$ cat src/dss_pkg.sv
`default_nettype none
package dss_pkg;
  typedef enum logic [3:0] {
    dss_st_start, dss_st_not_ready, dss_st_sw_disabled, dss_st_ready,
    dss_st_switched_on, dss_st_op_enabled, dss_st_quick_stop,
    dss_st_fault_react, dss_st_fault
  } dss_state_t;
  localparam int unsigned WORD_W = 16;
  localparam int unsigned BIT_RDY = 0;
  localparam int unsigned BIT_SWON = 1;
  localparam int unsigned BIT_OPEN = 2;
  localparam int unsigned BIT_FAULT = 3;
  localparam int unsigned BIT_VOLT = 4;
  localparam int unsigned BIT_QSTOP = 5;
  localparam int unsigned BIT_SWDIS = 6;
  localparam int unsigned BIT_WARN = 7;
  localparam int unsigned BIT_HALT = 8;
  localparam int unsigned BIT_REMOTE = 9;
  localparam int unsigned BIT_MODE_A = 10;
  localparam int unsigned BIT_RSVD = 11;
  localparam int unsigned BIT_MODE_B = 12;
  localparam int unsigned BIT_ERR = 13;
  localparam int unsigned BIT_END = 14;
  localparam int unsigned BIT_REF = 15;
  localparam logic [15:0] STATUS_RESET = 16'h0000;
  localparam int unsigned CLK_HZ = 20_000_000;
  localparam int unsigned WARN_HOLD_MS = 100;
  localparam int unsigned WARN_HOLD_CYC = (CLK_HZ / 1000) * WARN_HOLD_MS;
endpackage
`default_nettype wire

$ cat src/dss_edge_det.sv
`timescale 1ns/100ps
`default_nettype none
module dss_edge_det (
  // clock and reset
  input wire logic clk_sys,
  input wire logic rst_n,
  input wire logic clk_en,
  // signal in, edge pulses out
  input wire logic sig_in,
  output logic rise_pulse,
  output logic fall_pulse
);
  logic sync1_reg;
  logic sync2_reg;
  logic prev_reg;

  always_ff @(posedge clk_sys or negedge rst_n) begin
    if (!rst_n) begin
      sync1_reg <= 1'b0;
      sync2_reg <= 1'b0;
      prev_reg <= 1'b0;
    end else if (clk_en) begin
      sync1_reg <= sig_in;
      sync2_reg <= sync1_reg;
      prev_reg <= sync2_reg;
    end
  end

  assign rise_pulse = clk_en && sync2_reg && !prev_reg;
  assign fall_pulse = clk_en && !sync2_reg && prev_reg;

  a_edge_single: assert property (@(posedge clk_sys) disable iff (!rst_n)
    rise_pulse |=> !rise_pulse) else $error("rise pulse longer than one cycle");
endmodule
`default_nettype wire

$ cat src/dss_hold_timer.sv
`timescale 1ns/100ps
`default_nettype none
module dss_hold_timer #(
  parameter int unsigned HOLD_CYC = 2_000_000
) (
  // clock and reset
  input wire logic clk_sys,
  input wire logic rst_n,
  input wire logic clk_en,
  // condition, clear and held flag
  input wire logic cond_in,
  input wire logic clear_in,
  output logic flag_out
);
  localparam int unsigned CW = $clog2(HOLD_CYC + 1);
  logic [CW-1:0] cnt_reg;
  logic flag_reg;

  always_ff @(posedge clk_sys or negedge rst_n) begin
    if (!rst_n) begin
      flag_reg <= 1'b0;
      cnt_reg <= '0;
    end else if (clk_en) begin
      if (clear_in) begin
        flag_reg <= 1'b0;
        cnt_reg <= '0;
      end else if (cond_in) begin
        flag_reg <= 1'b1;
        if (!flag_reg) begin
          cnt_reg <= CW'(HOLD_CYC - 1);
        end else if (cnt_reg != '0) begin
          cnt_reg <= cnt_reg - 1'b1;
        end
      end else if (cnt_reg != '0) begin
        cnt_reg <= cnt_reg - 1'b1;
      end else begin
        flag_reg <= 1'b0;
      end
    end
  end

  assign flag_out = flag_reg;
endmodule
`default_nettype wire

$ cat src/dss_status_word.sv
`timescale 1ns/100ps
`default_nettype none
// Operation
// - 16-bit read-only status word; bits 0-3,5,6 encode operating state.
// - not ready to switch on: bits 0,1,2,3,6 zero.
// - switch on disabled: bit 6 one, bits 0-3 zero.
// - ready/switched on/enabled: bit 5 one; bits 0,1,2 stepwise.
// - quick stop, fault reaction and fault patterns per state.
// - bit 4 shows DC bus ok; blocks transition 3 to 4 otherwise.
// - bit 7 set while class 0 warning listed; motion continues.
// - bit 7 held at least 100 ms once set.
// - fault reset clears bit 7 at once.
// - bit 8 shows halt active.
// - bit 9 shows fieldbus command control.
// - bits 10 and 12 mode specific, bit 11 reserved zero.
// - bit 13 shows an error needing cause removal.
// - bit 14 falls when operating mode starts.
// - bit 14 rises again only at standstill after end or interrupt.
// - bit 14 stays low across back-to-back modes.
// - bit 15 shows valid zero point, kept with power stage off.
// - enable input rising edge requests T3.
// - enable input falling edge requests T9 and T12.
// - fault reset input rising edge requests T15 and T16.
// - bits 4,13,14,15 exposed as voltage, error, end, ref flags.
// - T15 moves fault to switch on disabled if cause cleared.
// - T12 moves quick stop to switch on disabled, power off at once.
module dss_status_word #(
  parameter int unsigned WARN_HOLD_CYC = dss_pkg::WARN_HOLD_CYC
) (
  // clock and reset
  input wire logic clk_sys,
  input wire logic rst_n,
  input wire logic clk_en,
  // current operating state from the state machine
  input wire dss_pkg::dss_state_t op_state,
  // drive conditions
  input wire logic dc_bus_ok,
  input wire logic warn_class0,
  input wire logic halt_active,
  input wire logic remote_fieldbus,
  input wire logic mode_bit_a,
  input wire logic mode_bit_b,
  input wire logic err_stop,
  input wire logic mode_start,
  input wire logic mode_stop,
  input wire logic standstill,
  input wire logic zero_point_ok,
  input wire logic fault_cause_gone,
  input wire logic fieldbus_fault_reset,
  // signal inputs
  input wire logic enable_in,
  input wire logic fault_reset_in,
  input wire logic enable_in_assigned,
  input wire logic fault_reset_in_assigned,
  // transition requests
  output logic req_t3,
  output logic req_t9_t12,
  output logic req_fault_reset,
  output logic t3_blocked,
  output logic t15_ok,
  // status word
  output logic [15:0] drive_status_word
);
  logic en_rise;
  logic en_fall;
  logic fr_rise;
  logic any_fault_reset;
  logic warn_flag;
  logic end_reg;
  logic end_next;
  logic pending_reg;
  logic [15:0] word_next;
  logic [15:0] word_reg;

  dss_edge_det u_enable_edge (
    .clk_sys(clk_sys),
    .rst_n(rst_n),
    .clk_en(clk_en),
    .sig_in(enable_in),
    .rise_pulse(en_rise),
    .fall_pulse(en_fall)
  );

  dss_edge_det u_fault_reset_edge (
    .clk_sys(clk_sys),
    .rst_n(rst_n),
    .clk_en(clk_en),
    .sig_in(fault_reset_in),
    .rise_pulse(fr_rise),
    .fall_pulse()
  );

  // requests only from inputs that have been given their function
  assign req_t3 = en_rise && enable_in_assigned;
  assign req_t9_t12 = en_fall && enable_in_assigned;
  assign req_fault_reset = fr_rise && fault_reset_in_assigned;
  assign any_fault_reset = req_fault_reset || fieldbus_fault_reset;
  assign t3_blocked = !dc_bus_ok;
  assign t15_ok = req_fault_reset && fault_cause_gone
    && (op_state == dss_pkg::dss_st_fault);

  dss_hold_timer #(
    .HOLD_CYC(WARN_HOLD_CYC)
  ) u_warn_hold (
    .clk_sys(clk_sys),
    .rst_n(rst_n),
    .clk_en(clk_en),
    .cond_in(warn_class0),
    .clear_in(any_fault_reset),
    .flag_out(warn_flag)
  );

  // mode finished tracking
  always_comb begin
    end_next = end_reg;
    if (mode_start) begin
      end_next = 1'b0;
    end else if ((pending_reg || mode_stop) && standstill) begin
      end_next = 1'b1;
    end
  end

  always_ff @(posedge clk_sys or negedge rst_n) begin
    if (!rst_n) begin
      end_reg <= 1'b1;
      pending_reg <= 1'b0;
    end else if (clk_en) begin
      end_reg <= end_next;
      if (mode_start) begin
        pending_reg <= 1'b0;
      end else if (mode_stop && !standstill) begin
        pending_reg <= 1'b1;
      end else if (standstill) begin
        pending_reg <= 1'b0;
      end
    end
  end

  always_comb begin
    word_next = dss_pkg::STATUS_RESET;
    case (op_state)
      dss_pkg::dss_st_start, dss_pkg::dss_st_not_ready: begin
      end
      dss_pkg::dss_st_sw_disabled: begin
        word_next[dss_pkg::BIT_SWDIS] = 1'b1;
      end
      dss_pkg::dss_st_ready: begin
        word_next[dss_pkg::BIT_QSTOP] = 1'b1;
        word_next[dss_pkg::BIT_RDY] = 1'b1;
      end
      dss_pkg::dss_st_switched_on: begin
        word_next[dss_pkg::BIT_QSTOP] = 1'b1;
        word_next[dss_pkg::BIT_RDY] = 1'b1;
        word_next[dss_pkg::BIT_SWON] = 1'b1;
      end
      dss_pkg::dss_st_op_enabled: begin
        word_next[dss_pkg::BIT_QSTOP] = 1'b1;
        word_next[dss_pkg::BIT_RDY] = 1'b1;
        word_next[dss_pkg::BIT_SWON] = 1'b1;
        word_next[dss_pkg::BIT_OPEN] = 1'b1;
      end
      dss_pkg::dss_st_quick_stop: begin
        word_next[dss_pkg::BIT_RDY] = 1'b1;
        word_next[dss_pkg::BIT_SWON] = 1'b1;
        word_next[dss_pkg::BIT_OPEN] = 1'b1;
      end
      dss_pkg::dss_st_fault_react: begin
        word_next[dss_pkg::BIT_RDY] = 1'b1;
        word_next[dss_pkg::BIT_SWON] = 1'b1;
        word_next[dss_pkg::BIT_OPEN] = 1'b1;
        word_next[dss_pkg::BIT_FAULT] = 1'b1;
      end
      dss_pkg::dss_st_fault: begin
        word_next[dss_pkg::BIT_FAULT] = 1'b1;
      end
      default: begin
      end
    endcase
    word_next[dss_pkg::BIT_VOLT] = dc_bus_ok;
    word_next[dss_pkg::BIT_WARN] = warn_flag && !any_fault_reset;
    word_next[dss_pkg::BIT_HALT] = halt_active;
    word_next[dss_pkg::BIT_REMOTE] = remote_fieldbus;
    word_next[dss_pkg::BIT_MODE_A] = mode_bit_a;
    word_next[dss_pkg::BIT_RSVD] = 1'b0;
    word_next[dss_pkg::BIT_MODE_B] = mode_bit_b;
    word_next[dss_pkg::BIT_ERR] = err_stop;
    word_next[dss_pkg::BIT_END] = end_next;
    word_next[dss_pkg::BIT_REF] = zero_point_ok;
  end

  always_ff @(posedge clk_sys or negedge rst_n) begin
    if (!rst_n) begin
      word_reg <= dss_pkg::STATUS_RESET;
    end else if (clk_en) begin
      word_reg <= word_next;
    end
  end

  assign drive_status_word = word_reg;

  // warn hold counter used only by checks
  logic [31:0] warn_age_reg;
  always_ff @(posedge clk_sys or negedge rst_n) begin
    if (!rst_n) begin
      warn_age_reg <= '0;
    end else if (clk_en) begin
      if (!word_reg[dss_pkg::BIT_WARN]) begin
        warn_age_reg <= '0;
      end else begin
        warn_age_reg <= warn_age_reg + 32'h0000_0001;
      end
    end
  end

  // state bit patterns
  a_not_ready: assert property (@(posedge clk_sys) disable iff (!rst_n)
    clk_en && (op_state == dss_pkg::dss_st_start || op_state == dss_pkg::dss_st_not_ready)
    |=> (drive_status_word[6:0] & 7'h4F) == 7'h00)
    else $error("not ready pattern wrong");
  a_sw_disabled: assert property (@(posedge clk_sys) disable iff (!rst_n)
    clk_en && op_state == dss_pkg::dss_st_sw_disabled
    |=> (drive_status_word[6:0] & 7'h4F) == 7'h40)
    else $error("switch on disabled pattern wrong");
  a_ready_pattern: assert property (@(posedge clk_sys) disable iff (!rst_n)
    clk_en && op_state == dss_pkg::dss_st_ready
    |=> (drive_status_word[6:0] & 7'h6F) == 7'h21)
    else $error("ready pattern wrong");
  a_switched_on: assert property (@(posedge clk_sys) disable iff (!rst_n)
    clk_en && op_state == dss_pkg::dss_st_switched_on
    |=> (drive_status_word[6:0] & 7'h6F) == 7'h23)
    else $error("switched on pattern wrong");
  a_op_enabled: assert property (@(posedge clk_sys) disable iff (!rst_n)
    clk_en && op_state == dss_pkg::dss_st_op_enabled
    |=> (drive_status_word[6:0] & 7'h6F) == 7'h27)
    else $error("operation enabled pattern wrong");
  a_quick_stop: assert property (@(posedge clk_sys) disable iff (!rst_n)
    clk_en && op_state == dss_pkg::dss_st_quick_stop
    |=> (drive_status_word[6:0] & 7'h6F) == 7'h07)
    else $error("quick stop pattern wrong");
  a_fault_react: assert property (@(posedge clk_sys) disable iff (!rst_n)
    clk_en && op_state == dss_pkg::dss_st_fault_react
    |=> (drive_status_word[6:0] & 7'h4F) == 7'h0F)
    else $error("fault reaction pattern wrong");
  a_fault_pattern: assert property (@(posedge clk_sys) disable iff (!rst_n)
    clk_en && op_state == dss_pkg::dss_st_fault
    |=> (drive_status_word[6:0] & 7'h4F) == 7'h08)
    else $error("fault pattern wrong");

  // condition bits
  a_volt_bit: assert property (@(posedge clk_sys) disable iff (!rst_n)
    clk_en
    |=> drive_status_word[dss_pkg::BIT_VOLT] == $past(dc_bus_ok))
    else $error("voltage bit not following bus");
  a_halt_bit: assert property (@(posedge clk_sys) disable iff (!rst_n)
    clk_en
    |=> drive_status_word[dss_pkg::BIT_HALT] == $past(halt_active))
    else $error("halt bit not following halt");
  a_remote_bit: assert property (@(posedge clk_sys) disable iff (!rst_n)
    clk_en
    |=> drive_status_word[dss_pkg::BIT_REMOTE] == $past(remote_fieldbus))
    else $error("remote bit not following control source");
  a_mode_a_bit: assert property (@(posedge clk_sys) disable iff (!rst_n)
    clk_en
    |=> drive_status_word[dss_pkg::BIT_MODE_A] == $past(mode_bit_a))
    else $error("mode bit a not following input");
  a_mode_b_bit: assert property (@(posedge clk_sys) disable iff (!rst_n)
    clk_en
    |=> drive_status_word[dss_pkg::BIT_MODE_B] == $past(mode_bit_b))
    else $error("mode bit b not following input");
  a_err_bit: assert property (@(posedge clk_sys) disable iff (!rst_n)
    clk_en
    |=> drive_status_word[dss_pkg::BIT_ERR] == $past(err_stop))
    else $error("error bit not following error");
  a_ref_bit: assert property (@(posedge clk_sys) disable iff (!rst_n)
    clk_en
    |=> drive_status_word[dss_pkg::BIT_REF] == $past(zero_point_ok))
    else $error("zero point bit not following input");
  a_reserved: assert property (@(posedge clk_sys) disable iff (!rst_n)
    !drive_status_word[dss_pkg::BIT_RSVD])
    else $error("reserved bit set");

  // warning and mode end
  a_warn_set: assert property (@(posedge clk_sys) disable iff (!rst_n)
    clk_en && warn_class0 && !any_fault_reset ##1 clk_en && !any_fault_reset
    |=> drive_status_word[dss_pkg::BIT_WARN])
    else $error("warning bit not set");
  a_warn_hold: assert property (@(posedge clk_sys) disable iff (!rst_n)
    $fell(drive_status_word[dss_pkg::BIT_WARN])
    |-> $past(any_fault_reset) || $past(warn_age_reg) >= WARN_HOLD_CYC - 1)
    else $error("warning bit dropped too early");
  a_warn_reset: assert property (@(posedge clk_sys) disable iff (!rst_n)
    clk_en && any_fault_reset
    |=> !drive_status_word[dss_pkg::BIT_WARN])
    else $error("fault reset did not clear warning");
  a_end_falls: assert property (@(posedge clk_sys) disable iff (!rst_n)
    clk_en && mode_start
    |=> !drive_status_word[dss_pkg::BIT_END])
    else $error("end bit not cleared at mode start");
  a_end_waits: assert property (@(posedge clk_sys) disable iff (!rst_n)
    clk_en && !end_reg && !standstill
    |=> !drive_status_word[dss_pkg::BIT_END])
    else $error("end bit set before standstill");
  a_end_stop: assert property (@(posedge clk_sys) disable iff (!rst_n)
    clk_en && mode_stop && standstill && !mode_start
    |=> drive_status_word[dss_pkg::BIT_END])
    else $error("end bit not set at standstill");

  // transition requests and clock enable
  a_enable_req: assert property (@(posedge clk_sys) disable iff (!rst_n)
    req_t3
    |-> !req_t9_t12 ##1 !req_t3)
    else $error("enable request malformed");
  a_disable_req: assert property (@(posedge clk_sys) disable iff (!rst_n)
    req_t9_t12
    |-> !req_t3 ##1 !req_t9_t12)
    else $error("disable request malformed");
  a_fault_req: assert property (@(posedge clk_sys) disable iff (!rst_n)
    req_fault_reset
    |=> !req_fault_reset)
    else $error("fault reset request longer than one cycle");
  a_enable_gated: assert property (@(posedge clk_sys) disable iff (!rst_n)
    !enable_in_assigned
    |-> !req_t3 && !req_t9_t12)
    else $error("enable request from unassigned input");
  a_reset_gated: assert property (@(posedge clk_sys) disable iff (!rst_n)
    !fault_reset_in_assigned
    |-> !req_fault_reset && !t15_ok)
    else $error("fault reset request from unassigned input");
  a_t15_state: assert property (@(posedge clk_sys) disable iff (!rst_n)
    op_state != dss_pkg::dss_st_fault || !fault_cause_gone
    |-> !t15_ok)
    else $error("fault clear outside fault state");
  a_word_frozen: assert property (@(posedge clk_sys) disable iff (!rst_n)
    !clk_en
    |=> $stable(drive_status_word))
    else $error("status word moved while disabled");
  a_req_frozen: assert property (@(posedge clk_sys) disable iff (!rst_n)
    !clk_en
    |-> !req_t3 && !req_t9_t12 && !req_fault_reset)
    else $error("request while clock enable low");

  c_warn_set: cover property (@(posedge clk_sys) $rose(drive_status_word[dss_pkg::BIT_WARN]));
  c_enable: cover property (@(posedge clk_sys) req_t3);
  c_disable: cover property (@(posedge clk_sys) req_t9_t12);
  c_fault_reset: cover property (@(posedge clk_sys) t15_ok);
  c_mode_end: cover property (@(posedge clk_sys) $rose(drive_status_word[dss_pkg::BIT_END]));
endmodule
`default_nettype wire
$ cat config.mk
export PLATFORM = sky130hd
export DESIGN_NAME = dss_status_word
export DESIGN_NICKNAME = d
export VERILOG_FILES = /design/src/dss_pkg.sv /design/src/dss_edge_det.sv /design/src/dss_hold_timer.sv /design/src/dss_status_word.sv
export SDC_FILE = /design/constraint.sdc
export NUM_CORES = 1
export LEC_CHECK = 0
export BUFFER_PORTS_ARGS = -buffer_cell sky130_fd_sc_hd__buf_4
export CORE_MARGIN = 2
export CORE_UTILIZATION = 45
export DETAILED_ROUTE_END_ITERATION = 10
export PLACE_DENSITY = 0.7
export SYNTH_ARGS = -nofsm -noshare
export SYNTH_HDL_FRONTEND = slang
export SYNTH_SLANG_ARGS = --single-unit
$ cat constraint.sdc
create_clock -name clk_sys -period 1.95 [get_ports clk_sys]
set_input_delay 0.585 -clock clk_sys [delete_from_list [all_inputs] [get_ports clk_sys]]
set_output_delay 0.585 -clock clk_sys [all_outputs]
set_load 0.02 [all_outputs]
=== Word-level counts from Yosys, hierarchy flattened ===
Cells that the tools add are included.

* Reduce and logical (&&, ||, !) cells: 31
* Equal/unequal tests: 8
* Muxes and demuxes: 18
* $add $sub $neg: 1

{| class="wikitable"
|+ Operators by type and width
! kind !! number
|-
| 2-to-1 mux 21 bit || 4
|-
| nonzero test 21 bit || 1
|-
| subtractor 21 x 1 -> 21 bit (second input constant) || 1
|-
| equality test 4 x 3 -> 1 bit (second input constant) || 4
|-
| logical AND 1 bit || 14
|-
| 2-to-1 mux 1 bit || 14
|-
| equality test 4 x 2 -> 1 bit (second input constant) || 2
|-
| logical NOT 1 bit || 6
|-
| OR reduction 3 bit || 2
|-
| OR reduction 5 bit || 1
|-
| equality test 4 bit (second input constant) || 1
|-
| AND reduction 2 bit || 2
|-
| OR reduction 4 bit || 1
|-
| inequality test 3 bit (second input constant) || 1
|-
| nonzero test 3 bit || 1
|-
| logical OR 1 bit || 2
|-
| OR reduction 2 bit || 1
|}

* Bits of input ports: 24
* Word-level logic and storage cells: 69
* Output and inout bits: 21
* Register bits after elaboration: 45

=== Longest topological paths before layout ===
Gate-level depths: netlist of the first run.

* Depth after elaboration: 6
* Gate-level depth with buffers: 8
* Gate-level depth less buffers: 6

=== Cells and area by module ===
A second synthesis of the first run with hierarchy kept.

* Cell total of the unflattened synthesis: 245
* Area, all modules: 2494.9 um^2

{| class="wikitable"
|+ Modules (own cells, without submodules)
! module !! sequential area each (um^2) !! area an instance (um^2) !! cells each !! times used
|-
| dss_hold_timer || 550.5 || 1473.9 || 164 || 1
|-
| dss_status_word || 426.7 || 763.2 || 65 || 1
|-
| dss_edge_det || 75.1 || 128.9 || 8 || 2
|}

=== Worst setup path before layout of the first run ===
Ideal clock, no wire load.

* Path kind: in2out
* Start point: input clk_en
* End point: output req_t9_t12
* Path buffers: 2
* Required time: 1365 ps
* Arrival time: 1723 ps
* Cell stages on the path: 4
* Slack: -358 ps
* Cell sequence: clkbuf_1 clkbuf_1 nand2_1 nor3b_1

* Longest elaborated chain between the ends: 3

{| class="wikitable"
|+ Ends and longest elaborated chain
! what !! RTL line !! RTL
|-
| from (decl) || dss_status_word.sv:33 || <nowiki>input wire logic clk_en,</nowiki>
|-
| logical AND 1 bit (2 in series) || dss_edge_det.sv:30 || <nowiki>assign fall_pulse = clk_en && !sync2_reg && prev_reg;</nowiki>
|-
| logical AND 1 bit || dss_status_word.sv:95 || <nowiki>assign req_t9_t12 = en_fall && enable_in_assigned;</nowiki>
|-
| to (decl) || dss_status_word.sv:57 || <nowiki>output logic req_t9_t12,</nowiki>
|}

Every way passes these cells.

=== Worst setup path in the final report of the first run ===
* Start point: register u_warn_hold.cnt_reg[13]
* End point: register u_warn_hold.cnt_reg[17]

* Longest elaborated chain between the ends: 5
* Elaborated cells on any way between the ends: 6
* Classes of those cells: add/sub: 1; mux: 4; reduce/logical: 1

{| class="wikitable"
|+ Ends and longest elaborated chain
! what !! RTL line !! RTL
|-
| from (decl) || dss_hold_timer.sv:16 || <nowiki>logic [CW-1:0] cnt_reg;</nowiki>
|-
| from (signal assigned) || dss_hold_timer.sv:30 || <nowiki>cnt_reg <= CW'(HOLD_CYC - 1);</nowiki>
|-
| from (signal assigned) || dss_hold_timer.sv:32 || <nowiki>cnt_reg <= cnt_reg - 1'b1;</nowiki>
|-
| from (signal assigned) || dss_hold_timer.sv:35 || <nowiki>cnt_reg <= cnt_reg - 1'b1;</nowiki>
|-
| subtractor 21 x 1 -> 21 bit or nonzero test 21 bit (tied branches) || n/a ||
|-
| 2-to-1 mux 21 bit (*) || dss_hold_timer.sv:31, dss_hold_timer.sv:34 ||
|-
| 2-to-1 mux 21 bit || dss_hold_timer.sv:29 || <nowiki>if (!flag_reg) begin</nowiki>
|-
| 2-to-1 mux 21 bit (*) || dss_hold_timer.sv:27 || <nowiki>end else if (cond_in) begin</nowiki>
|-
| 2-to-1 mux 21 bit (*) || dss_hold_timer.sv:24 || <nowiki>if (clear_in) begin</nowiki>
|}

Mark *: on every way between the ends. The rest lies on a longest branch, timed or not.
A chain may end at the register's enable or synchronous reset.

==> key figures, run 1 <==
Setup path
  • Register-to-register path setup slack: -0.06 ns
  • Worst reg2reg path depth: 6
  • Buffers & Inverters on Critical Path: 1
  • Required time worst endpoint: 2.13 ns
  • Endpoint type of the worst setup path: register
  • Data arrival time of the critical path: 2.19 ns
  • Top cell family by delay on the critical path: simple AND/OR/NAND/NOR gates
  • Origin of the critical flop-to-flop path: u_warn_hold.cnt_reg[13]$_DFFE_PN0P_
  • Critical-path cell with the highest stage delay: or4_4
  • Critical Path Source Type: register
  • Worst Path Max Fanout: 6
  • Critical path type: reg -> reg
  • Crit path largest cell delay: 0.54 ns
  • Terminus of the critical flop-to-flop path: u_warn_hold.cnt_reg[17]$_DFFE_PN0P_
  • Worst-path cell chain: or4_4, nor4_4, buf_6, or3b_4, nor3_2, nor3b_2

Yosys
  • Post-synthesis share of cell area spent on and, or, nand and nor gates: 19.5%
  • Average footprint of a synthesized cell: 10.1 um^2
  • Prevailing post-synth register cell: dfrtp_1
  • Area fraction in compound gates after synthesis: 17.0%
  • Number of distinct library cells after synthesis: 56
  • Post-Syn Nets: 260
  • Post-synthesis instance area: 0.00237 mm^2
  • Yosys warning count: 0
  • Cells after synthesis: 234
  • Multiplexer share of the synthesized area: 7.61%
  • Share of synthesized cell area in full adder, half adder and majority cells: 1.06%
  • Ys async rst share: 100%
  • Count of state elements after synthesis: 45
  • Number of enable flip-flop cells after synthesis: 0
  • Seq/Total Area, Yosys: 47.6%
  • Parity-gate share of the synthesized area counting xor and xnor cells: 2.59%
  • Main combinational cell family by area after synthesis: simple AND/OR/NAND/NOR gates

Floorplanning
  • Number of placed I/O pins: 45
  • Die Span Y: 76.6 um
  • Die extent in x: 76.6 um
  • Placeable core area: 0.00511 mm^2
  • Number of core rows: 26
  • Full die area: 0.00586 mm^2
  • Initial Utilization: 46.4%

Global route
  • GRT Overall Usage: 19.8%
  • Via count of the first global-routing pass: 2,133
  • Largest net degree at the start of global routing: 46
  • Congestion Overflow GR: 0
  • Number of antenna violations at the first check in global routing: 0
  • Wire length of the first global-routing pass: 9.54 mm

CTS
  • Clock Pin Slew Worst Setup and Hold Paths: 0.08 ns
  • Insertion delay to the later sink of the worst-skew pair: 0.29 ns
  • Sinks on Clock Net: 45
  • Number of clock buffers inserted by TritonCTS: 5
  • Maximum root-to-sink buffer count: 2
  • Total number of H-tree levels: 2
  • Hold-fix buffer count after cts: 0
  • TritonCTS clock tree: yes
  • Root buffer selected by CTS: clkbuf_8

Route
  • 1st-iter DRT viols: 152
  • Detail Route Antenna Nets: 0
  • Routed length per placed instance: 15.0 um
  • Total routed wirelength: 5.61 mm
  • Number of detailed-route iterations in the first pass: 4
  • Routed vias/inst: 5.63
  • Via Count: 2,112
  • Number of DRC violations after detailed routing: 0

STA
  • Total Neg Setup Slack: -0.228 ns
  • Timing-limited maximum frequency: 497 MHz
  • Setup-violating endpoint count in the final report: 6
  • Hold violation total from the final report: 0
  • Worst max-slew margin expressed relative to the limit: 30.8%
  • Slew Viols, Final: 0
  • Layout Skew: 0.00441 ns
  • Final setup slack of the worst path: -0.0605 ns
  • Final critical path time including I/O delays and setup: 2.01 ns
  • Final period utilization: 103%
  • Unrepaired setup endpoints after global routing: true
  • Slew of the pin with the lowest slew margin: 1.03 ns

Power
  • Power density over the cells: 849 mW/mm^2
  • Reported leakage power: 1.43 nW
  • Maximum VDD drop: 0.445 mV

Cells and area
  • Share of final-layout standard cells stronger than drive strength 1: 42.0%
  • Final cell count without fillers: 375
  • Most common cell after layout, fill and taps aside: buf_4
  • Number of flip-flops under the largest register name: 21
  • Commonest cells after routing, fill and taps aside: buf_4 (74), dfrtp_1 (44), nor2_1 (20), mux2_2 (16), inv_1 (12)
  • Synth-to-layout area growth: 34.9%
  • Number of diodes: 0
  • Final net count: 330

Worst hold path
  • Class of the tightest hold or removal check: in -> async

Outcome
  • Outcome: finished with violations
  • Failing checks: negative setup slack

Job
  • Max-cap violations: 0

Placement
  • # placed instances: 364
  • DP HPWL: 3.88 mm
  • I/O Buffers: 43
  • Routability cong.: 0.787
-- synth_stat cells (2+ instances only) --
| cell | number | area [um^2] |
|---|---|---|
| a21oi_1 | 13 | 65.1 |
| buf_4 | 2 | 15.0 |
| buf_1 | 2 | 7.51 |
| inv_1 | 12 | 45.0 |
| nor3b_1 | 2 | 15.0 |
| nand4_1 | 4 | 25.0 |
| nor4_1 | 3 | 18.8 |
| o22a_1 | 2 | 17.5 |
| a311oi_1 | 2 | 17.5 |
| a21o_1 | 2 | 15.0 |
| nand2_1 | 11 | 41.3 |
| o21ai_1 | 2 | 10.0 |
| mux2_2 | 16 | 180 |
| nor4b_1 | 3 | 26.3 |
| nor3_1 | 8 | 40.0 |
| ha_1 | 2 | 25.0 |
| and4b_1 | 2 | 20.0 |
| xnor2_1 | 7 | 61.3 |
| o21ai_0 | 13 | 65.1 |
| o22ai_1 | 2 | 12.5 |
| o31ai_1 | 3 | 22.5 |
| nor2b_1 | 2 | 12.5 |
| clkbuf_1 | 8 | 30.0 |
| a211oi_1 | 5 | 37.5 |
| nand3_1 | 3 | 15.0 |
| nor2_1 | 20 | 75.1 |
| or2_2 | 5 | 31.3 |
| a31oi_1 | 6 | 37.5 |
| and3_1 | 2 | 12.5 |
| dfrtp_1 | 44 | 1100 |
-- metal layers --
layer | track usage, % | wire length, um
met3 | 4.86 | 365
met4 | 4.36 | 42
met1 | 26.4 | 2500
met5 | 0 | 0
met2 | 32.9 | 2700
-- cell type report --
cell class,instances,area [um^2]
inverter,13,48.8
sequential,45,1130
multi-input combinational,164,1280
clock inverter,2,15.0
tap,70,87.6
clock buffer,6,72.6
fill,421,1910
timing repair buffer,75,567
-- metrics by stage --
stage,hold slack (ns),instance area [um^2],total power [mW],utilization [%],setup WS (ns)
CTS,0.305,3090,2.62,60.4,-0.0635
detailed placement,0.475,2970,2.03,58.2,-0.0936
global route,0.330,3200,2.88,62.6,-0.160
finish,0.279,3200,2.71,62.6,-0.0605
floorplan,0.289,2410,1.69,-,-0.0413
global placement,0.470,2970,2.01,58.2,-0.0973
-- logic make-up after synthesis --
kind of cell	after synthesis
buffers and inverters	26
muxes	16
AOI/OAI and AO/OA	61
xor gates and xnor gates	7
DFF	45
and+or+nand+nor	76
other	1
adders and majority gates	2
-- how the worst max path moves through the flow --
stage	slack, ns	depth (start not counted)	from	end
finish	-0.06	6	u_warn_hold.cnt_reg[13]$_DFFE_PN0P_	u_warn_hold.cnt_reg[17]$_DFFE_PN0P_
global route	-0.16	6	u_warn_hold.cnt_reg[13]$_DFFE_PN0P_	u_warn_hold.cnt_reg[17]$_DFFE_PN0P_
CTS	-0.06	6	u_warn_hold.cnt_reg[13]$_DFFE_PN0P_	u_warn_hold.cnt_reg[17]$_DFFE_PN0P_
detailed placement	-0.09	4	op_state[2]	t15_ok
global placement	-0.1	4	op_state[2]	t15_ok
floorplan	-0.04	5	u_warn_hold.cnt_reg[13]$_DFFE_PN0P_	u_warn_hold.cnt_reg[17]$_DFFE_PN0P_
-- report_power, final --
part	internal [mW]	switching, mW
logic	0.477	0.517
registers	1.06	0.0963
clock network	0.253	0.313
-- what timing repair did --
action / in CTS / in global routing
cloned: 0 / 1
endpoints found under the hold margin: 0 / 0
endpoints found under the setup margin: 10 / 19
resized for setup: 3 / 17
pin swaps: 2 / 9
setup buffers: 1 / 1
(Power assumes the default switching activity.)
==> inputs of run 2 (changes only) <==
--- a/config.mk
+++ b/config.mk
@@ -9,7 +9,8 @@
 export CORE_MARGIN = 2
 export CORE_UTILIZATION = 45
 export DETAILED_ROUTE_END_ITERATION = 10
-export PLACE_DENSITY = 0.7
+export HOLD_SLACK_MARGIN = 0.05
+export PLACE_DENSITY = 0.67
 export SYNTH_ARGS = -nofsm -noshare
 export SYNTH_HDL_FRONTEND = slang
 export SYNTH_SLANG_ARGS = --single-unit
==> constraint.sdc (replaced) <==
create_clock -name clk_sys -period 2.45 [get_ports clk_sys]
set_input_delay 0.735 -clock clk_sys [delete_from_list [all_inputs] [get_ports clk_sys]]
set_output_delay 0.735 -clock clk_sys [all_outputs]
set_load 0.02 [all_outputs]
==> run 2 against run 1 <==
Compared with the run above:
- the flow now finishes without violations
- register-to-register slack better by 0.32 ns
- sequential power down 20%
- hold slack improved by 0.14 ns
- clock power is 20% lower
- flip-flop and latch count did not move
- clock-buffer cell count is 1 lower
- sequential share of layout area is 3.7 points higher
- largest power group unchanged
==> key figures, run 2 (synthesized netlist as in run 1, its figures left out) <==
Setup path
  • Crit path largest cell delay: 0.35 ns (-0.19 ns)
  • Data arrival time of the critical path: 1.55 ns (-0.64 ns)
  • Worst-path cell chain: buf_4, nor4b_1, and3_1, buf_4
  • Worst reg2reg path depth: 5 (-1)
  • Register-to-register path setup slack: 0.26 ns (+0.32 ns)
  • Top cell family by delay on the critical path: simple AND/OR/NAND/NOR gates
  • Terminus of the critical flop-to-flop path: u_warn_hold.cnt_reg[17]$_DFFE_PN0P_
  • Critical Path Source Type: input port
  • Critical-path cell with the highest stage delay: nor4b_1
  • Origin of the critical flop-to-flop path: u_warn_hold.cnt_reg[13]$_DFFE_PN0P_
  • Buffers & Inverters on Critical Path: 2 (+1)
  • Critical path type: in -> out
  • Endpoint type of the worst setup path: output pin
  • Most frequent cell on the critical path: buf_4
  • Required time worst endpoint: 1.71 ns (-0.42 ns)
  • Worst Path Max Fanout: 5 (-1)

Power
  • Power density over the cells: 686 mW/mm^2 (-19%)
  • Internal power of the cells: 1.32 mW (-26%)
  • Sw Share: 33.4% (-0.76 points)
  • Maximum VDD drop: 0.394 mV (-11%)
  • Total chip power: 1.98 mW (-27%)
  • Switch Pwr: 0.662 mW (-29%)
  • Power share of the clock group: 23.0% (+2.1 points)
  • Logic pwr share: 30.4% (-6.3 points)
  • Part of the total power dissipated in sequential elements: 46.6% (+4.1 points)
  • Reported leakage power: 1.29 nW (-9.3%)

Floorplanning
  • Die extent in x: 76.6 um (unchanged)
  • Placeable core area: 0.00511 mm^2 (unchanged)
  • Number of core rows: 26 (unchanged)
  • Initial Utilization: 46.4% (unchanged)
  • Die Span Y: 76.6 um (unchanged)
  • Full die area: 0.00586 mm^2 (unchanged)
  • Number of placed I/O pins: 45 (unchanged)

Route
  • Via Count: 1,910 (-9.6%)
  • Total routed wirelength: 5.00 mm (-11%)
  • Detail Route Antenna Nets: 0 (unchanged)
  • 1st-iter DRT viols: 94 (-38%)
  • Number of DRC violations after detailed routing: 0 (unchanged)
  • Number of detailed-route iterations in the first pass: 4 (unchanged)
  • Routed vias/inst: 5.43 (-3.7%)
  • Routed length per placed instance: 14.2 um (-5.0%)

STA
  • Setup-violating endpoint count in the final report: 0 (-6)
  • Hold violation total from the final report: 0 (unchanged)
  • Final period utilization: 93.4%
  • Timing-limited maximum frequency: 437 MHz
  • Slew Viols, Final: 0 (unchanged)
  • Slew of the pin with the lowest slew margin: 0.571 ns (-0.463 ns)
  • Worst max-slew margin expressed relative to the limit: 61.9% (+31 points)
  • Unrepaired setup endpoints after global routing: false
  • Layout Skew: 0.0112 ns (+0.00682 ns)
  • Final critical path time including I/O delays and setup: 2.29 ns
  • Total Neg Setup Slack: 0 ns (+0.228 ns)

Placement
  • DP HPWL: 3.52 mm (-9.4%)
  • Routability cong.: 0.801 (+1.8%)
  • I/O Buffers: 43 (unchanged)
  • Cell area after placement: 0.00280 mm^2 (-5.7%)
  • # placed instances: 345 (-5.2%)

Cells and area
  • Final standard cell area without fillers: 0.00289 mm^2 (-9.6%)
  • Synth-to-layout area growth: 22.0%
  • Commonest cells after routing, fill and taps aside: buf_4 (54), dfrtp_1 (44), nor2_1 (20), mux2_2 (16)
  • Final net count: 308 (-6.7%)
  • Final core utilization: 56.6% (-6.0 points)
  • Number of diodes: 0 (unchanged)
  • Share of final-layout standard cells stronger than drive strength 1: 32.6% (-9.3 points)
  • Total area of sequential cells: 0.00113 mm^2 (unchanged)
  • Number of flip-flops under the largest register name: 21 (unchanged)
  • Most common cell after layout, fill and taps aside: buf_4
  • Final cell count without fillers: 352 (-6.1%)
  • Layout filler cell count: 459 (+9.0%)
  • Area used by multi-input combinational logic: 0.00113 mm^2 (-11%)

Global route
  • Via count of the first global-routing pass: 1,955 (-8.3%)
  • Wire length of the first global-routing pass: 8.80 mm (-7.7%)
  • GRT Overall Usage: 18.6% (-1.2 points)
  • GR Layer Usage met1: 24.9% (-1.5 points)
  • Congestion Overflow GR: 0 (unchanged)
  • Largest net degree at the start of global routing: 46 (unchanged)
  • Highest-utilization routing layer at the global route stage: met2
  • Number of antenna violations at the first check in global routing: 0 (unchanged)
  • Met2 track demand over resource in global routing: 29.3% (-3.6 points)
  • Met3 demand-to-capacity share in global routing: 4.98% (+0.12 points)

CTS
  • Post-CTS Setup Repair Bufs: 0 (-1)
  • Total number of H-tree levels: 2 (unchanged)
  • Clock Pin Slew Worst Setup and Hold Paths: 0.09 ns (about the same)
  • Hold-fix buffer count after cts: 0 (unchanged)
  • Root buffer selected by CTS: clkbuf_8
  • TritonCTS clock tree: yes
  • Post_cts resized: 0 (-3)
  • Insertion delay to the later sink of the worst-skew pair: 0.31 ns (+0.02 ns)
  • Maximum root-to-sink buffer count: 2 (unchanged)
  • Number of clock buffers inserted by TritonCTS: 5 (unchanged)
  • Sinks on Clock Net: 45 (unchanged)

Job
  • Max-cap violations: 0 (unchanged)

Worst hold path
  • Class of the tightest hold or removal check: in -> async

Outcome
  • Outcome: completed
[run 2: worst max path at each step]
stage                      startpoint         end  slack (ns)  cells past startpoint
after global placement    op_state[2]      t15_ok        0.18                      4
final                     op_state[2]      t15_ok        0.16                      4
after global routing      op_state[2]      t15_ok        0.07                      4
after CTS                 op_state[2]      t15_ok        0.16                      4
after floorplan                clk_en  req_t9_t12       -0.16                      4
after detailed placement  op_state[2]      t15_ok        0.16                      4
[run 2: area by class of cell]
class,instances,share of cell area [%]
clock buffer,5,2.38
clock inverter,2,0.563
inverter,13,1.69
multi-input combinational,163,39.3
sequential,45,39.0
tap,70,3.03
timing repair buffer,54,14.0
[run 2: per-layer routing]
metal	share of wire (%)	vias up
met2	45	46
met5	0	-
met4	1.5	0
met3	5.1	8
met1	48	904
li1	-	952
[run 2: per-stage QoR]
step,setup slack (ns),hold WS [ns]
6_report,0.161,0.423
5_1_grt,0.0703,0.470
4_1_cts,0.161,0.442
3_5_place_dp,0.160,0.474
3_3_place_gp,0.180,0.470
2_1_floorplan,-0.158,0.439
[run 2: power groups by stage]
stage,logic [mW],registers (mW),clock network (mW)
finish,0.603,0.925,0.455
global route,0.664,0.941,0.501
CTS,0.607,0.924,0.469
detailed placement,0.605,0.937,0
global placement,0.598,0.935,0
floorplan,0.388,0.947,0
==> inputs of run 3 (changes only) <==
--- a/config.mk
+++ b/config.mk
@@ -7,10 +7,10 @@
 export LEC_CHECK = 0
 export BUFFER_PORTS_ARGS = -buffer_cell sky130_fd_sc_hd__buf_4
 export CORE_MARGIN = 2
-export CORE_UTILIZATION = 45
+export CORE_UTILIZATION = 59
 export DETAILED_ROUTE_END_ITERATION = 10
 export HOLD_SLACK_MARGIN = 0.05
-export PLACE_DENSITY = 0.67
+export PLACE_DENSITY = 0.84
 export SYNTH_ARGS = -nofsm -noshare
 export SYNTH_HDL_FRONTEND = slang
 export SYNTH_SLANG_ARGS = --single-unit
==> run 3 against run 2 <==
Compared with the run above:
- design area is 1.0% higher
- global-route usage up 7.0 points
- clock skew down 0.0070 ns
- die area decreased by 23%
- flip-flop and latch count unchanged
- register-to-register slack worse by 0.03 ns
- non-clock buffer count is the same
- clock-buffer cell count unchanged
- critical path type unchanged
- critical endpoint unchanged
- largest cell class unchanged
==> key figures, run 3 (synthesized netlist as in run 1, its figures left out) <==
Job
  • Max-cap violations: 0 (unchanged)

Floorplanning
  • Number of placed I/O pins: 45 (unchanged)
  • Die extent in x: 67.4 um (-12%)
  • Placeable core area: 0.00394 mm^2 (-23%)
  • Number of core rows: 23 (-12%)
  • Initial Utilization: 60.1% (+14 points)
  • Die Span Y: 67.4 um (-12%)
  • Full die area: 0.00454 mm^2 (-23%)

Global route
  • GRT Overall Usage: 25.6% (+7.0 points)
  • Congestion Overflow GR: 0 (unchanged)
  • Largest net degree at the start of global routing: 46 (unchanged)
  • Number of antenna violations at the first check in global routing: 0 (unchanged)
  • Wire length of the first global-routing pass: 8.67 mm (-1.5%)
  • Via count of the first global-routing pass: 1,898 (-2.9%)

Power
  • Logic pwr share: 27.9% (-2.5 points)
  • Sw Share: 30.4% (-3.0 points)
  • Reported leakage power: 1.32 nW (+2.3%)
  • Power share of the clock group: 29.9% (+6.9 points)
  • Internal power of the cells: 1.53 mW (+16%)
  • Part of the total power dissipated in sequential elements: 42.2% (-4.4 points)
  • Power density over the cells: 752 mW/mm^2 (+9.6%)
  • Switch Pwr: 0.667 mW (+0.65%)
  • Maximum VDD drop: 0.352 mV (-11%)

Cells and area
  • Number of diodes: 0 (unchanged)
  • Final standard cell area without fillers: 0.00292 mm^2 (+1.0%)
  • Final cell count without fillers: 333 (-5.4%)
  • Final net count: 308 (unchanged)
  • Synth-to-layout area growth: 23.2%
  • Final core utilization: 74.0% (+17 points)
  • Share of final-layout standard cells stronger than drive strength 1: 33.2% (+0.59 points)
  • Commonest cells after routing, fill and taps aside: buf_4 (54), dfrtp_1 (44), nor2_1 (20), mux2_2 (16)
  • Most common cell after layout, fill and taps aside: buf_4
  • Number of flip-flops under the largest register name: 21 (unchanged)

STA
  • Slew of the pin with the lowest slew margin: 0.593 ns (+0.0223 ns)
  • Setup-violating endpoint count in the final report: 0 (unchanged)
  • Slew Viols, Final: 0 (unchanged)
  • Layout Skew: 0.00425 ns (-0.00698 ns)
  • Hold violation total from the final report: 0 (unchanged)
  • Final period utilization: 94.3% (+0.92 points)
  • Timing-limited maximum frequency: 433 MHz (-0.97%)
  • Unrepaired setup endpoints after global routing: false
  • Worst max-slew margin expressed relative to the limit: 60.5% (-1.5 points)
  • Final critical path time including I/O delays and setup: 2.31 ns (+0.0224 ns)
  • Total Neg Setup Slack: 0 ns (unchanged)

CTS
  • Root buffer selected by CTS: clkbuf_8
  • Insertion delay to the later sink of the worst-skew pair: 0.30 ns (about the same)
  • Sinks on Clock Net: 45 (unchanged)
  • Total number of H-tree levels: 2 (unchanged)
  • Clock Pin Slew Worst Setup and Hold Paths: 0.08 ns (about the same)
  • Maximum root-to-sink buffer count: 2 (unchanged)
  • Hold-fix buffer count after cts: 0 (unchanged)
  • Number of clock buffers inserted by TritonCTS: 5 (unchanged)
  • TritonCTS clock tree: yes

Worst hold path
  • Class of the tightest hold or removal check: in -> async

Route
  • Routed vias/inst: 6.00 (+11%)
  • Number of detailed-route iterations in the first pass: 4 (unchanged)
  • Number of DRC violations after detailed routing: 0 (unchanged)
  • Routed length per placed instance: 15.9 um (+12%)
  • Via Count: 1,997 (+4.6%)
  • Total routed wirelength: 5.30 mm (+6.0%)
  • Detail Route Antenna Nets: 0 (unchanged)
  • 1st-iter DRT viols: 178 (+89%)

Placement
  • # placed instances: 325 (-5.8%)
  • I/O Buffers: 43 (unchanged)
  • Cell area after placement: 0.00278 mm^2 (-0.89%)
  • Routability cong.: 0.862 (+7.7%)
  • DP HPWL: 3.75 mm (+6.5%)

Setup path
  • Critical Path Source Type: input port
  • Critical path type: in -> out
  • Data arrival time of the critical path: 1.58 ns (+0.03 ns)
  • Worst Path Max Fanout: 5 (unchanged)
  • Required time worst endpoint: 1.71 ns (about the same)
  • Endpoint type of the worst setup path: output pin

Outcome
  • Outcome: completed
==> run 3: final cells by class <==
type	count	area (um^2)
multi-input combinational	163	1140
sequential	45	1130
fill	270	1020
timing repair buffer	54	405
clock buffer	5	68.8
clock inverter	3	65.1
tap	50	62.6
inverter	13	48.8
==> run 3: path summary, 6_finish.rpt <==
| path | end | depth (start not counted) | slack, ns | start |
|---|---|---|---|---|
| max in group asynchronous | u_warn_hold.cnt_reg[5]$_DFFE_PN0P_ | 1 | 1.64 | rst_n |
| hold reg to reg | end_reg$_DFFE_PN1P_ | 2 | 0.50 | end_reg$_DFFE_PN1P_ |
| setup / recovery | t15_ok | 4 | 0.14 | op_state[2] |
| hold / removal | drive_status_word[14]$_DFFE_PN0P_ | 1 | 0.43 | rst_n |
| setup reg to reg | u_warn_hold.cnt_reg[17]$_DFFE_PN0P_ | 5 | 0.23 | u_warn_hold.cnt_reg[13]$_DFFE_PN0P_ |
| min in group clk_sys | end_reg$_DFFE_PN1P_ | 2 | 0.50 | end_reg$_DFFE_PN1P_ |
==> run 3: routing by layer <==
layer  vias to the layer above  global-route usage [%]  share of wire, %
li1                        952                       -                 -
met1                       955                    33.9                43
met2                        79                    39.5                48
met3                        11                    7.67               6.9
met4                         0                    10.2               2.2
met5                         -                       0                 0
==> run 3: power by group through the flow <==
stage	clock network, mW	registers [mW]	logic, mW
2_1_floorplan	0	0.947	0.388
5_1_grt	0.697	0.939	0.665
6_report	0.657	0.927	0.612
3_3_place_gp	0	0.934	0.590
3_5_place_dp	0	0.939	0.606
4_1_cts	0.666	0.925	0.609
==> run 3: worst max-delay path: stages <==
cell,delay [ns]
buf_4,0.13
nor4b_2,0.36
and3_1,0.21
buf_4,0.14
==> run 3: through the flow <==
stage,hold WS [ns],total power [mW],worst slack (ns)
after floorplan,0.439,1.34,-0.158
after global placement,0.466,1.52,0.0924
after detailed placement,0.474,1.55,0.00934
after CTS,0.442,2.20,0.00549
after global routing,0.464,2.30,0.0779
final,0.425,2.20,0.139
==> run 3: what timing repair did <==
action / in CTS / in global routing
setup buffers: 0 / 0
resized for setup: 0 / 1
endpoints found under the setup margin: 0 / 1
